`config.mk`:
```
export PLATFORM = sky130hd
export DESIGN_NAME = tlic_top
export DESIGN_NICKNAME = d
export VERILOG_FILES = /design/src/rtl/tlic_pkg.sv /design/src/rtl/tlic_arbiter.sv /design/src/rtl/tlic_top.sv
export SDC_FILE = /design/constraint.sdc
export NUM_CORES = 1
export LEC_CHECK = 0
export ABC_CLOCK_PERIOD_IN_PS = 6250
export BUFFER_PORTS_ARGS = -buffer_cell sky130_fd_sc_hd__buf_4
export CAP_MARGIN = 10
export CORE_ASPECT_RATIO = 1.75
export CORE_MARGIN = 8
export CORE_UTILIZATION = 35
export CTS_BUF_LIST = sky130_fd_sc_hd__clkbuf_16
export DETAILED_ROUTE_END_ITERATION = 8
export PLACE_DENSITY = 0.53
export SLEW_MARGIN = 0
export SYNTH_ARGS = -nofsm -noshare
export SYNTH_HDL_FRONTEND = slang
export SYNTH_HIERARCHICAL = 1
export SYNTH_SLANG_ARGS = --single-unit
```
`constraint.sdc`:
```
create_clock -name clock -period 6.25 [get_ports clock]
set_clock_uncertainty 0.05 [all_clocks]
set_input_delay 0 -clock clock [delete_from_list [all_inputs] [get_ports clock]]
set_output_delay 0 -clock clock [all_outputs]
set_load 0.01 [all_outputs]
```
`src/rtl/tlic_pkg.sv`:
```
package tlic_pkg;

  // ----------------------------------------
  // Register offsets
  // ----------------------------------------
  localparam logic [7:0] ADDR_ENABLE_MAIN = 8'hA8; // Main enable bank
  localparam logic [7:0] ADDR_ENABLE_AUX = 8'hA9; // Secondary enable bank
  localparam logic [7:0] ADDR_LEVEL_SEL = 8'hB8; // Level select bank
  localparam logic [7:0] ADDR_IRQ_STATUS = 8'hC0; // Sticky event status
  localparam logic [7:0] ADDR_IRQ_MASK = 8'hC1; // Event mask
  localparam logic [7:0] ADDR_SVC_STATE = 8'hC2; // Active levels and last winner

  // ----------------------------------------
  // Reset values
  // ----------------------------------------
  localparam logic [7:0] RST_ENABLE_MAIN = 8'h00;
  localparam logic [7:0] RST_ENABLE_AUX = 8'h00;
  localparam logic [7:0] RST_LEVEL_SEL = 8'h00;
  localparam logic [1:0] RST_IRQ = 2'h0;
  localparam logic [7:0] AUX_WRITE_MASK = 8'h03; // Bits 7..2 reserved

  // ----------------------------------------
  // Main enable bit positions
  // ----------------------------------------
  localparam int BIT_GLOBAL_GATE = 7;
  localparam int BIT_CONVERTER_GATE = 6;
  localparam int BIT_TMR2_GATE = 5;
  localparam int BIT_UART_GATE = 4;
  localparam int BIT_TMR1_GATE = 3;
  localparam int BIT_EXT1_GATE = 2;
  localparam int BIT_TMR0_GATE = 1;
  localparam int BIT_EXT0_GATE = 0;
  // Aux enable bit positions
  localparam int BIT_SUPPLY_MON_GATE = 1;
  localparam int BIT_I2C_SPI_GATE = 0;
  // Level bit positions
  localparam int BIT_I2C_SPI_LEVEL = 7;
  localparam int BIT_CONV_LEVEL = 6;
  localparam int BIT_TMR2_LEVEL = 5;
  localparam int BIT_UART_LEVEL = 4;
  localparam int BIT_TMR1_LEVEL = 3;
  localparam int BIT_EXT1_LEVEL = 2;
  localparam int BIT_TMR0_LEVEL = 1;
  localparam int BIT_EXT0_LEVEL = 0;
  // Status / mask bit positions
  localparam int BIT_EV_TAKEN = 0; // A vector was taken
  localparam int BIT_EV_PREEMPT = 1; // A high request preempted a low routine

  // ----------------------------------------
  // Sources, in polling order (index 0 wins)
  // ----------------------------------------
  localparam int NUM_SRC = 9;
  localparam int SRC_SUPPLY = 0;
  localparam int SRC_EXT0 = 1;
  localparam int SRC_CONV = 2;
  localparam int SRC_TMR0 = 3;
  localparam int SRC_EXT1 = 4;
  localparam int SRC_TMR1 = 5;
  localparam int SRC_I2C_SPI = 6;
  localparam int SRC_UART = 7;
  localparam int SRC_TMR2 = 8;

  // ----------------------------------------
  // Vector addresses per polling index
  // ----------------------------------------
  localparam logic [15:0] VEC_SUPPLY = 16'h0043;
  localparam logic [15:0] VEC_EXT0 = 16'h0003;
  localparam logic [15:0] VEC_CONV = 16'h0033;
  localparam logic [15:0] VEC_TMR0 = 16'h000B;
  localparam logic [15:0] VEC_EXT1 = 16'h0013;
  localparam logic [15:0] VEC_TMR1 = 16'h001B;
  localparam logic [15:0] VEC_I2C_SPI = 16'h003B;
  localparam logic [15:0] VEC_UART = 16'h0023;
  localparam logic [15:0] VEC_TMR2 = 16'h002B;

  // Raw request flags from the peripherals
  typedef struct packed {
    logic supply_mon_req;
    logic ext0_req;
    logic conv_req;
    logic tmr0_ovf;
    logic ext1_req;
    logic tmr1_ovf;
    logic i2c_done;
    logic spi_done;
    logic uart_rx_done;
    logic uart_tx_done;
    logic tmr2_ovf;
    logic tmr2_ext_flag;
  } tlic_flags_s;

  // Request to the core
  typedef struct packed {
    logic valid;
    logic high;
    logic [15:0] vector;
    logic [3:0] source;
  } tlic_req_s;

endpackage

```
`src/rtl/tlic_arbiter.sv`:
```
`timescale 1ns/100ps
// Fixed-order pick of the first set request
module tlic_arbiter #(
  parameter int N = 9
) (
  input wire logic [N-1:0] req, // Requests, index 0 first
  output logic any, // Some request present
  output logic [3:0] idx // Index of the winner
);

  // ----------------------------------------
  // Priority scan
  // ----------------------------------------
  always_comb begin
    any = 1'b0;
    idx = 4'h0;
    for (int i = N - 1; i >= 0; i--) begin
      if (req[i]) begin // Lower index overrides
        any = 1'b1;
        idx = 4'(i);
      end
    end
  end

endmodule

```
`src/rtl/tlic_top.sv`:
```
// Functional notes
// - Nine sources, each high or low level except the supply monitor, fixed low
// - Global gate bit 7 blocks all sources
// - Main bank holds seven per-source enables
// - Aux bank: supply monitor, I2C/SPI enables
// - Level bank: one priority bit per source except the supply monitor
// - High request preempts running low routine
// - High level served before low level
// - Same level withheld while routine active
// - Fixed polling order within one level
// - Core pushes PC, loads supplied vector
// - Fixed vector address per source
// - Paired flags share one request line
// - Timer 2 external flag still interrupts
//
// Our own choice: the address-and-strobe port.
`timescale 1ns/100ps
module tlic_top (
  input wire logic clock, // Core clock, 40 MHz
  input wire logic rst_b, // Async reset, active low
  input wire logic clk_en, // Freezes all state when low
  input wire logic [7:0] reg_addr, // Register address
  input wire logic [7:0] reg_wdata, // Write data
  input wire logic reg_wr, // Write strobe
  input wire logic reg_rd, // Read strobe
  output logic [7:0] reg_rdata, // Read data, cycle after strobe
  input wire tlic_pkg::tlic_flags_s flags, // Peripheral flags
  output tlic_pkg::tlic_req_s core_req, // Request to core
  input wire logic core_ack, // Core takes the request
  input wire logic core_reti, // Core returns from routine
  output logic irq // Level interrupt of own events
);

  // ----------------------------------------
  // Registers
  // ----------------------------------------
  logic [7:0] enable_bank_main; // Main enables
  logic [7:0] enable_bank_aux; // Aux enables
  logic [7:0] level_select_bank; // Level per source
  logic [1:0] irq_status; // Sticky events
  logic [1:0] irq_mask; // Event mask
  logic act_high; // High routine running
  logic act_low; // Low routine running
  logic [3:0] last_src; // Last source taken

  // ----------------------------------------
  // Decode helpers
  // ----------------------------------------
  logic wr_main, wr_aux, wr_lvl, wr_stat, wr_mask;

  // Address match used by every write and read
  function automatic logic hit(input logic [7:0] a, input logic [7:0] off);
    hit = (a == off);
  endfunction

  always_comb begin
    wr_main = clk_en && reg_wr && hit(reg_addr, tlic_pkg::ADDR_ENABLE_MAIN);
    wr_aux = clk_en && reg_wr && hit(reg_addr, tlic_pkg::ADDR_ENABLE_AUX);
    wr_lvl = clk_en && reg_wr && hit(reg_addr, tlic_pkg::ADDR_LEVEL_SEL);
    wr_stat = clk_en && reg_wr && hit(reg_addr, tlic_pkg::ADDR_IRQ_STATUS);
    wr_mask = clk_en && reg_wr && hit(reg_addr, tlic_pkg::ADDR_IRQ_MASK);
  end

  // ----------------------------------------
  // Source requests
  // ----------------------------------------
  logic [8:0] raw; // Combined request lines, polling order
  logic [8:0] gate; // Per-source enables, polling order
  logic [8:0] lvl; // Per-source level, polling order
  logic [8:0] eligible; // Enabled and allowed now
  logic [8:0] elig_hi; // Eligible high-level requests
  logic [8:0] elig_lo; // Eligible low-level requests

  // Flag pairs share one line; tmr2_ovf stays low in baud mode upstream
  always_comb begin
    raw[tlic_pkg::SRC_SUPPLY] = flags.supply_mon_req;
    raw[tlic_pkg::SRC_EXT0] = flags.ext0_req;
    raw[tlic_pkg::SRC_CONV] = flags.conv_req;
    raw[tlic_pkg::SRC_TMR0] = flags.tmr0_ovf;
    raw[tlic_pkg::SRC_EXT1] = flags.ext1_req;
    raw[tlic_pkg::SRC_TMR1] = flags.tmr1_ovf;
    raw[tlic_pkg::SRC_I2C_SPI] = flags.i2c_done | flags.spi_done;
    raw[tlic_pkg::SRC_UART] = flags.uart_rx_done | flags.uart_tx_done;
    raw[tlic_pkg::SRC_TMR2] = flags.tmr2_ovf | flags.tmr2_ext_flag;
  end

  // Enable mapping from the two enable banks
  always_comb begin
    gate[tlic_pkg::SRC_SUPPLY] = enable_bank_aux[tlic_pkg::BIT_SUPPLY_MON_GATE];
    gate[tlic_pkg::SRC_I2C_SPI] = enable_bank_aux[tlic_pkg::BIT_I2C_SPI_GATE];
    gate[tlic_pkg::SRC_EXT0] = enable_bank_main[tlic_pkg::BIT_EXT0_GATE];
    gate[tlic_pkg::SRC_CONV] = enable_bank_main[tlic_pkg::BIT_CONVERTER_GATE];
    gate[tlic_pkg::SRC_TMR0] = enable_bank_main[tlic_pkg::BIT_TMR0_GATE];
    gate[tlic_pkg::SRC_EXT1] = enable_bank_main[tlic_pkg::BIT_EXT1_GATE];
    gate[tlic_pkg::SRC_TMR1] = enable_bank_main[tlic_pkg::BIT_TMR1_GATE];
    gate[tlic_pkg::SRC_UART] = enable_bank_main[tlic_pkg::BIT_UART_GATE];
    gate[tlic_pkg::SRC_TMR2] = enable_bank_main[tlic_pkg::BIT_TMR2_GATE];
  end

  // Level mapping; supply monitor has no level bit and stays low
  always_comb begin
    lvl[tlic_pkg::SRC_SUPPLY] = 1'b0;
    lvl[tlic_pkg::SRC_EXT0] = level_select_bank[tlic_pkg::BIT_EXT0_LEVEL];
    lvl[tlic_pkg::SRC_CONV] = level_select_bank[tlic_pkg::BIT_CONV_LEVEL];
    lvl[tlic_pkg::SRC_TMR0] = level_select_bank[tlic_pkg::BIT_TMR0_LEVEL];
    lvl[tlic_pkg::SRC_EXT1] = level_select_bank[tlic_pkg::BIT_EXT1_LEVEL];
    lvl[tlic_pkg::SRC_TMR1] = level_select_bank[tlic_pkg::BIT_TMR1_LEVEL];
    lvl[tlic_pkg::SRC_I2C_SPI] = level_select_bank[tlic_pkg::BIT_I2C_SPI_LEVEL];
    lvl[tlic_pkg::SRC_UART] = level_select_bank[tlic_pkg::BIT_UART_LEVEL];
    lvl[tlic_pkg::SRC_TMR2] = level_select_bank[tlic_pkg::BIT_TMR2_LEVEL];
  end

  // Gating and level split across the nine sources
  genvar g;
  generate
    for (g = 0; g < tlic_pkg::NUM_SRC; g++) begin : g_src
      // Global gate overrides every per-source enable
      assign eligible[g] = raw[g] && gate[g] && enable_bank_main[tlic_pkg::BIT_GLOBAL_GATE];
      // High withheld while a high routine runs
      assign elig_hi[g] = eligible[g] && lvl[g] && !act_high;
      // Low withheld while any routine runs
      assign elig_lo[g] = eligible[g] && !lvl[g] && !act_high && !act_low;
    end
  endgenerate

  // ----------------------------------------
  // Arbitration
  // ----------------------------------------
  logic hi_any, lo_any;
  logic [3:0] hi_idx, lo_idx;

  tlic_arbiter #(.N(tlic_pkg::NUM_SRC)) u_arb_hi (
    .req(elig_hi),
    .any(hi_any),
    .idx(hi_idx)
  );

  tlic_arbiter #(.N(tlic_pkg::NUM_SRC)) u_arb_lo (
    .req(elig_lo),
    .any(lo_any),
    .idx(lo_idx)
  );

  // Vector lookup by polling index
  function automatic logic [15:0] vec_of(input logic [3:0] s);
    unique case (s)
      4'h0: vec_of = tlic_pkg::VEC_SUPPLY;
      4'h1: vec_of = tlic_pkg::VEC_EXT0;
      4'h2: vec_of = tlic_pkg::VEC_CONV;
      4'h3: vec_of = tlic_pkg::VEC_TMR0;
      4'h4: vec_of = tlic_pkg::VEC_EXT1;
      4'h5: vec_of = tlic_pkg::VEC_TMR1;
      4'h6: vec_of = tlic_pkg::VEC_I2C_SPI;
      4'h7: vec_of = tlic_pkg::VEC_UART;
      4'h8: vec_of = tlic_pkg::VEC_TMR2;
      default: vec_of = 16'h0000; // Illegal index
    endcase
  endfunction

  // Winner: high level first, then low
  logic win_high;
  logic [3:0] win_idx;
  always_comb begin
    win_high = hi_any;
    win_idx = hi_any ? hi_idx : lo_idx;
  end

  // ----------------------------------------
  // Request to core
  // ----------------------------------------
  // Registered request, refreshed each enabled cycle
  always_ff @(posedge clock or negedge rst_b) begin
    if (!rst_b) begin
      core_req <= '0;
    end else if (clk_en) begin
      if (core_ack && core_req.valid) begin // Taken: drop until next compare
        core_req <= '0;
      end else begin
        core_req.valid <= hi_any || lo_any;
        core_req.high <= win_high;
        core_req.vector <= vec_of(win_idx);
        core_req.source <= win_idx;
      end
    end
  end

  // ----------------------------------------
  // Active level tracking
  // ----------------------------------------
  logic take; // Core accepts the presented request
  assign take = clk_en && core_ack && core_req.valid;

  // Set on acceptance, clear on return (innermost level first)
  always_ff @(posedge clock or negedge rst_b) begin
    if (!rst_b) begin
      act_high <= 1'b0;
      act_low <= 1'b0;
    end else if (clk_en) begin
      if (take) begin
        if (core_req.high) begin
          act_high <= 1'b1;
        end else begin
          act_low <= 1'b1;
        end
      end else if (core_reti) begin
        if (act_high) begin
          act_high <= 1'b0;
        end else begin
          act_low <= 1'b0;
        end
      end
    end
  end

  // Last accepted source, for software view
  always_ff @(posedge clock or negedge rst_b) begin
    if (!rst_b) begin
      last_src <= 4'h0;
    end else if (take) begin
      last_src <= core_req.source;
    end
  end

  // ----------------------------------------
  // Configuration registers
  // ----------------------------------------
  // Main enable bank
  always_ff @(posedge clock or negedge rst_b) begin
    if (!rst_b) begin
      enable_bank_main <= tlic_pkg::RST_ENABLE_MAIN;
    end else if (wr_main) begin
      enable_bank_main <= reg_wdata;
    end
  end

  // Aux enable bank, reserved bits held at zero
  always_ff @(posedge clock or negedge rst_b) begin
    if (!rst_b) begin
      enable_bank_aux <= tlic_pkg::RST_ENABLE_AUX;
    end else if (wr_aux) begin
      enable_bank_aux <= reg_wdata & tlic_pkg::AUX_WRITE_MASK;
    end
  end

  // Level select bank
  always_ff @(posedge clock or negedge rst_b) begin
    if (!rst_b) begin
      level_select_bank <= tlic_pkg::RST_LEVEL_SEL;
    end else if (wr_lvl) begin
      level_select_bank <= reg_wdata;
    end
  end

  // ----------------------------------------
  // Own event interrupt
  // ----------------------------------------
  logic [1:0] ev; // Event pulses this cycle
  always_comb begin
    ev = '0;
    ev[tlic_pkg::BIT_EV_TAKEN] = take;
    ev[tlic_pkg::BIT_EV_PREEMPT] = take && core_req.high && act_low;
  end

  // Sticky status: write one clears, a new event wins
  always_ff @(posedge clock or negedge rst_b) begin
    if (!rst_b) begin
      irq_status <= tlic_pkg::RST_IRQ;
    end else if (clk_en) begin
      irq_status <= (irq_status & ~(wr_stat ? reg_wdata[1:0] : 2'h0)) | ev;
    end
  end

  // Mask register
  always_ff @(posedge clock or negedge rst_b) begin
    if (!rst_b) begin
      irq_mask <= tlic_pkg::RST_IRQ;
    end else if (wr_mask) begin
      irq_mask <= reg_wdata[1:0];
    end
  end

  // Level output while any unmasked bit set
  assign irq = |(irq_status & irq_mask);

  // ----------------------------------------
  // Read path
  // ----------------------------------------
  // Read data registered; unmapped reads return zero
  always_ff @(posedge clock or negedge rst_b) begin
    if (!rst_b) begin
      reg_rdata <= 8'h00;
    end else if (clk_en) begin
      if (reg_rd) begin
        if (hit(reg_addr, tlic_pkg::ADDR_ENABLE_MAIN)) begin
          reg_rdata <= enable_bank_main;
        end else if (hit(reg_addr, tlic_pkg::ADDR_ENABLE_AUX)) begin
          reg_rdata <= enable_bank_aux;
        end else if (hit(reg_addr, tlic_pkg::ADDR_LEVEL_SEL)) begin
          reg_rdata <= level_select_bank;
        end else if (hit(reg_addr, tlic_pkg::ADDR_IRQ_STATUS)) begin
          reg_rdata <= {6'h00, irq_status};
        end else if (hit(reg_addr, tlic_pkg::ADDR_IRQ_MASK)) begin
          reg_rdata <= {6'h00, irq_mask};
        end else if (hit(reg_addr, tlic_pkg::ADDR_SVC_STATE)) begin
          reg_rdata <= {2'h0, act_high, act_low, last_src};
        end else begin
          reg_rdata <= 8'h00; // Unmapped
        end
      end else begin
        reg_rdata <= 8'h00; // Data valid only in cycle after strobe
      end
    end
  end

endmodule

```
==> summary.md <==
| Metric | Value |
|---|---|
| Outcome | completed |
| Antenna Violating Nets Remaining | 0 |
| CTS clock-pin slew for the worst setup and hold paths | 70 ps |
| Final setup viols | 0 |
| Critical Path Source Type | flip-flop |
| F_max | 0.309 GHz |
| Largest net degree at the start of global routing | 48 |
| Main synth FF type | dfrtp_1 |
| Critical path's slowest cell | nor3_1 |
| CP arrival | 3370 ps |
| Synthesized area | 0.00274 sq mm |
| FF+latch count, synth | 47 |
| Via count | 2270 |
| Net Sw Frac | 26.4% |
| Finished Layout Cells | 424 |
| Final TNS setup | 0 ps |
| Drt initial violations | 121 |
| Layout area overhead | 25.4% |
| Worst Setup SP | act_high |
| Number of diodes | 0 |
| Post-Route WL | 7910 um |
| Starting density of the core | 36.2% |
| Ys Warns | 6 |
| Drt drc | 0 |
| Final Hold Fails | 0 |
| Worst path cell trace | nor2b_1 > nand2b_1 > nor3_1 > nor3b_1 > a21oi_1 > o41ai_1 > mux2i_1 > inv_1 > ha_1 > mux2i_1 > nor2_1 > a221o_1 |
| Max Transition Viols Final | 0 |
| Vias per cell | 5.35 |
| WP buf/inv | 1 |
| Routed length per instance | 18.7 um |
| Yosys top cell area share | 42.9% |
| Placer's final routability congestion estimate | 0.843 |
| DP Area | 0.00318 sq mm |
| Final hold slack | 25.0 ps |
| Yosys cell types | 48 |
| Core Box Area | 0.00757 sq mm |
| Hpwl dp | 6180 um |
| CTS tree | built |
| Antenna violations before repair | 0 |
| Critical Path RT | 6380 ps |
| Peak supply drop | 0.000160 V |
| Sequential-to-total area share from yosys stat | 42.9% |
| Buffers on Ports | 55 |
| Min-Delay Path Class | input pin to flip-flop |
| Die height | 133 um |
| Relative max-transition margin | 59.3% |
| R2R depth | 12 |
| Min cycle time layout | 3240 ps |
| Post-synth EDFFs | 0 |
| Clock tree buffer depth | 2 |
| First-pass GRT wire length | 12800 um |
| Final period util | 51.8% |
| Worst stage delay on the critical path | 510 ps |
| Reg-to-Reg End | core_req[7] |
| Total I/O pin count | 66 |
| Largest cells by area after synthesis | dfrtp_1, mux2_2, mux2i_1 |
| Layout net count | 373 |
| Setup crit end | core_req[7] |
| CTS buffer count | 5 |
| Design Area, Final | 0.00344 sq mm |
| Clock power share | 40.9% |
| Share of synthesized registers carrying an async set or reset | 100% |
| Crit-path max FO | 9 |
| Clk_lat worst skew | 300 ps |
| DR pass1 iterations | 4 |
| Post-CTS Setup Bufs | 0 |
| Core Rows | 42 |
| Crit path kind | flip-flop to flip-flop |
| Overflow after GRT | 0 |
| Worst slew pin tran | 611 ps |
| CTS sink cnt | 47 |
| Mapped Cells | 270 |
| Top-count cell post-synth | dfrtp_1 |
| Yosys top cell by area | dfrtp_1 |
| P_sw | 0.182 mW |
| Layout cells sized above 1 | 27.7% |
| Commonest cells in the netlist | dfrtp_1, nand2_1, nor2_1, mux2_2, o21ai_0 |
| Critical path endpoint category | flip-flop |
| Vias in the first global route | 2510 |
| Die Area | 0.0110 sq mm |
| Die X | 82.9 um |
| Cell count after placement | 405 |
| Comb pwr share | 11.6% |
| Post-cts gate resize count | 0 |
| PD cells | 200 mW/mm^2 |
| CP delay by family, top | simple AND/OR/NAND/NOR gates |
| Leak pwr | 1.62 nW |
| CP Depth | 12 |
| Reg power frac | 47.5% |
| Reg-to-reg startpoint | act_high |
| Root buf cell | clkbuf_16 |
| H-tree depth | 2 |
| P_int | 0.507 mW |
| Total GRT Usage | 14.5% |
| Pwr Total | 0.689 mW |
| Top cell by count, worst path | mux2i_1 |
| Worst R2R Setup Slack | 3010 ps |
| Mean Syn Cell Area | 10.2 sq um |
| RSZ-0062 raised after global routing | no |
| MaxCap Viol Count | 0 |
==> tightest hold or removal path, stage by stage <==
cell and delay [ps]:
buf_4 110, nand2_1 130, o31ai_1 90
==> registers in the layout (all words and copies together) (netlist names) <==
| signal | flops |
|---|---|
| reg_rdata | 8 |
| enable_bank_aux | 2 |
| irq_mask | 2 |
| last_src | 4 |
| level_select_bank | 8 |
| act_low | 1 |
| irq_status | 2 |
| enable_bank_main | 8 |
| core_req | 11 |
| act_high | 1 |
==> power by group through the flow <==
stage	clock network, mW	logic (mW)	registers (mW)
CTS	0.290	0.0807	0.327
global route	0.301	0.0878	0.328
finish	0.282	0.0798	0.327
global placement	0	0.0747	0.332
floorplan	0	0.0395	0.330
detailed placement	0	0.0752	0.333
==> metal layers <==
layer | up-vias | wire (um) | GRT usage [%] | part of all wire [%]
met2 | 59 | 4140 | 26.1 | 52
li1 | 1093 | - | - | -
met3 | 16 | 307 | 3.07 | 3.9
met4 | 0 | 271 | 7.76 | 3.4
met1 | 1102 | 3190 | 15.3 | 40
met5 | - | 0 | 0 | 0
==> kinds of logic (layout without fill, tap and decap cells) <==
| family | after synthesis | count (layout) | synth area share, % |
|---|---|---|---|
| mux | 34 | 34 | 14.5 |
| fa+ha+maj | 3 | 3 | 1.37 |
| other cells | 1 | 15 | 0.137 |
| simple gates | 93 | 93 | 19.3 |
| compound gates | 57 | 57 | 14.9 |
| buf+inv | 35 | 87 | 6.94 |
| flops | 47 | 47 | 42.9 |
==> cell usage in the layout, fill, tap and decap left out, drive strengths merged, types with 11 or more instances in the layout <==
cell type	n
nand2	26
inv	15
mux2i	12
conb	15
dlygate4sd3	11
buf	55
nor2	22
o21ai	14
mux2	22
dfrtp	47
==> final cells by class <==
| type | count | area [sq um] |
|---|---|---|
| repair buffers | 66 | 523 |
| well taps | 88 | 110 |
| clock inverters | 3 | 27.5 |
| inverters | 13 | 48.8 |
| multi-input cells | 202 | 1430 |
| clock buffers | 5 | 125 |
| flip-flops and latches | 47 | 1180 |
| fillers | 750 | 4130 |
==> per-stage QoR <==
step	setup WS, ps	util (%)
after floorplan	3570	-
after global placement	3220	42.0
after detailed placement	2990	42.0
after CTS	2980	45.4
after global routing	2740	45.4
final	3010	45.4
==> how the worst min path moves through the flow <==
| stage | endpoint | slack, ps | depth (start not counted) | startpoint |
|---|---|---|---|---|
| 6_report | reg_rdata[4] | 20 | 3 | reg_rd |
| 5_1_grt | reg_rdata[4] | 60 | 3 | reg_rd |
| 4_1_cts | reg_rdata[4] | 20 | 3 | reg_rd |
| 3_5_place_dp | core_req[1] | 10 | 1 | rst_b |
| 3_3_place_gp | last_src[0] | 10 | 1 | rst_b |
| 2_1_floorplan | act_high | -350 | 0 | rst_b |
==> timing repair <==
item	CTS	global route
hold buffers	11	0
hold endpoints to repair	70	0
endpoints found under the setup margin	0	0
(Power assumes the default switching activity.)
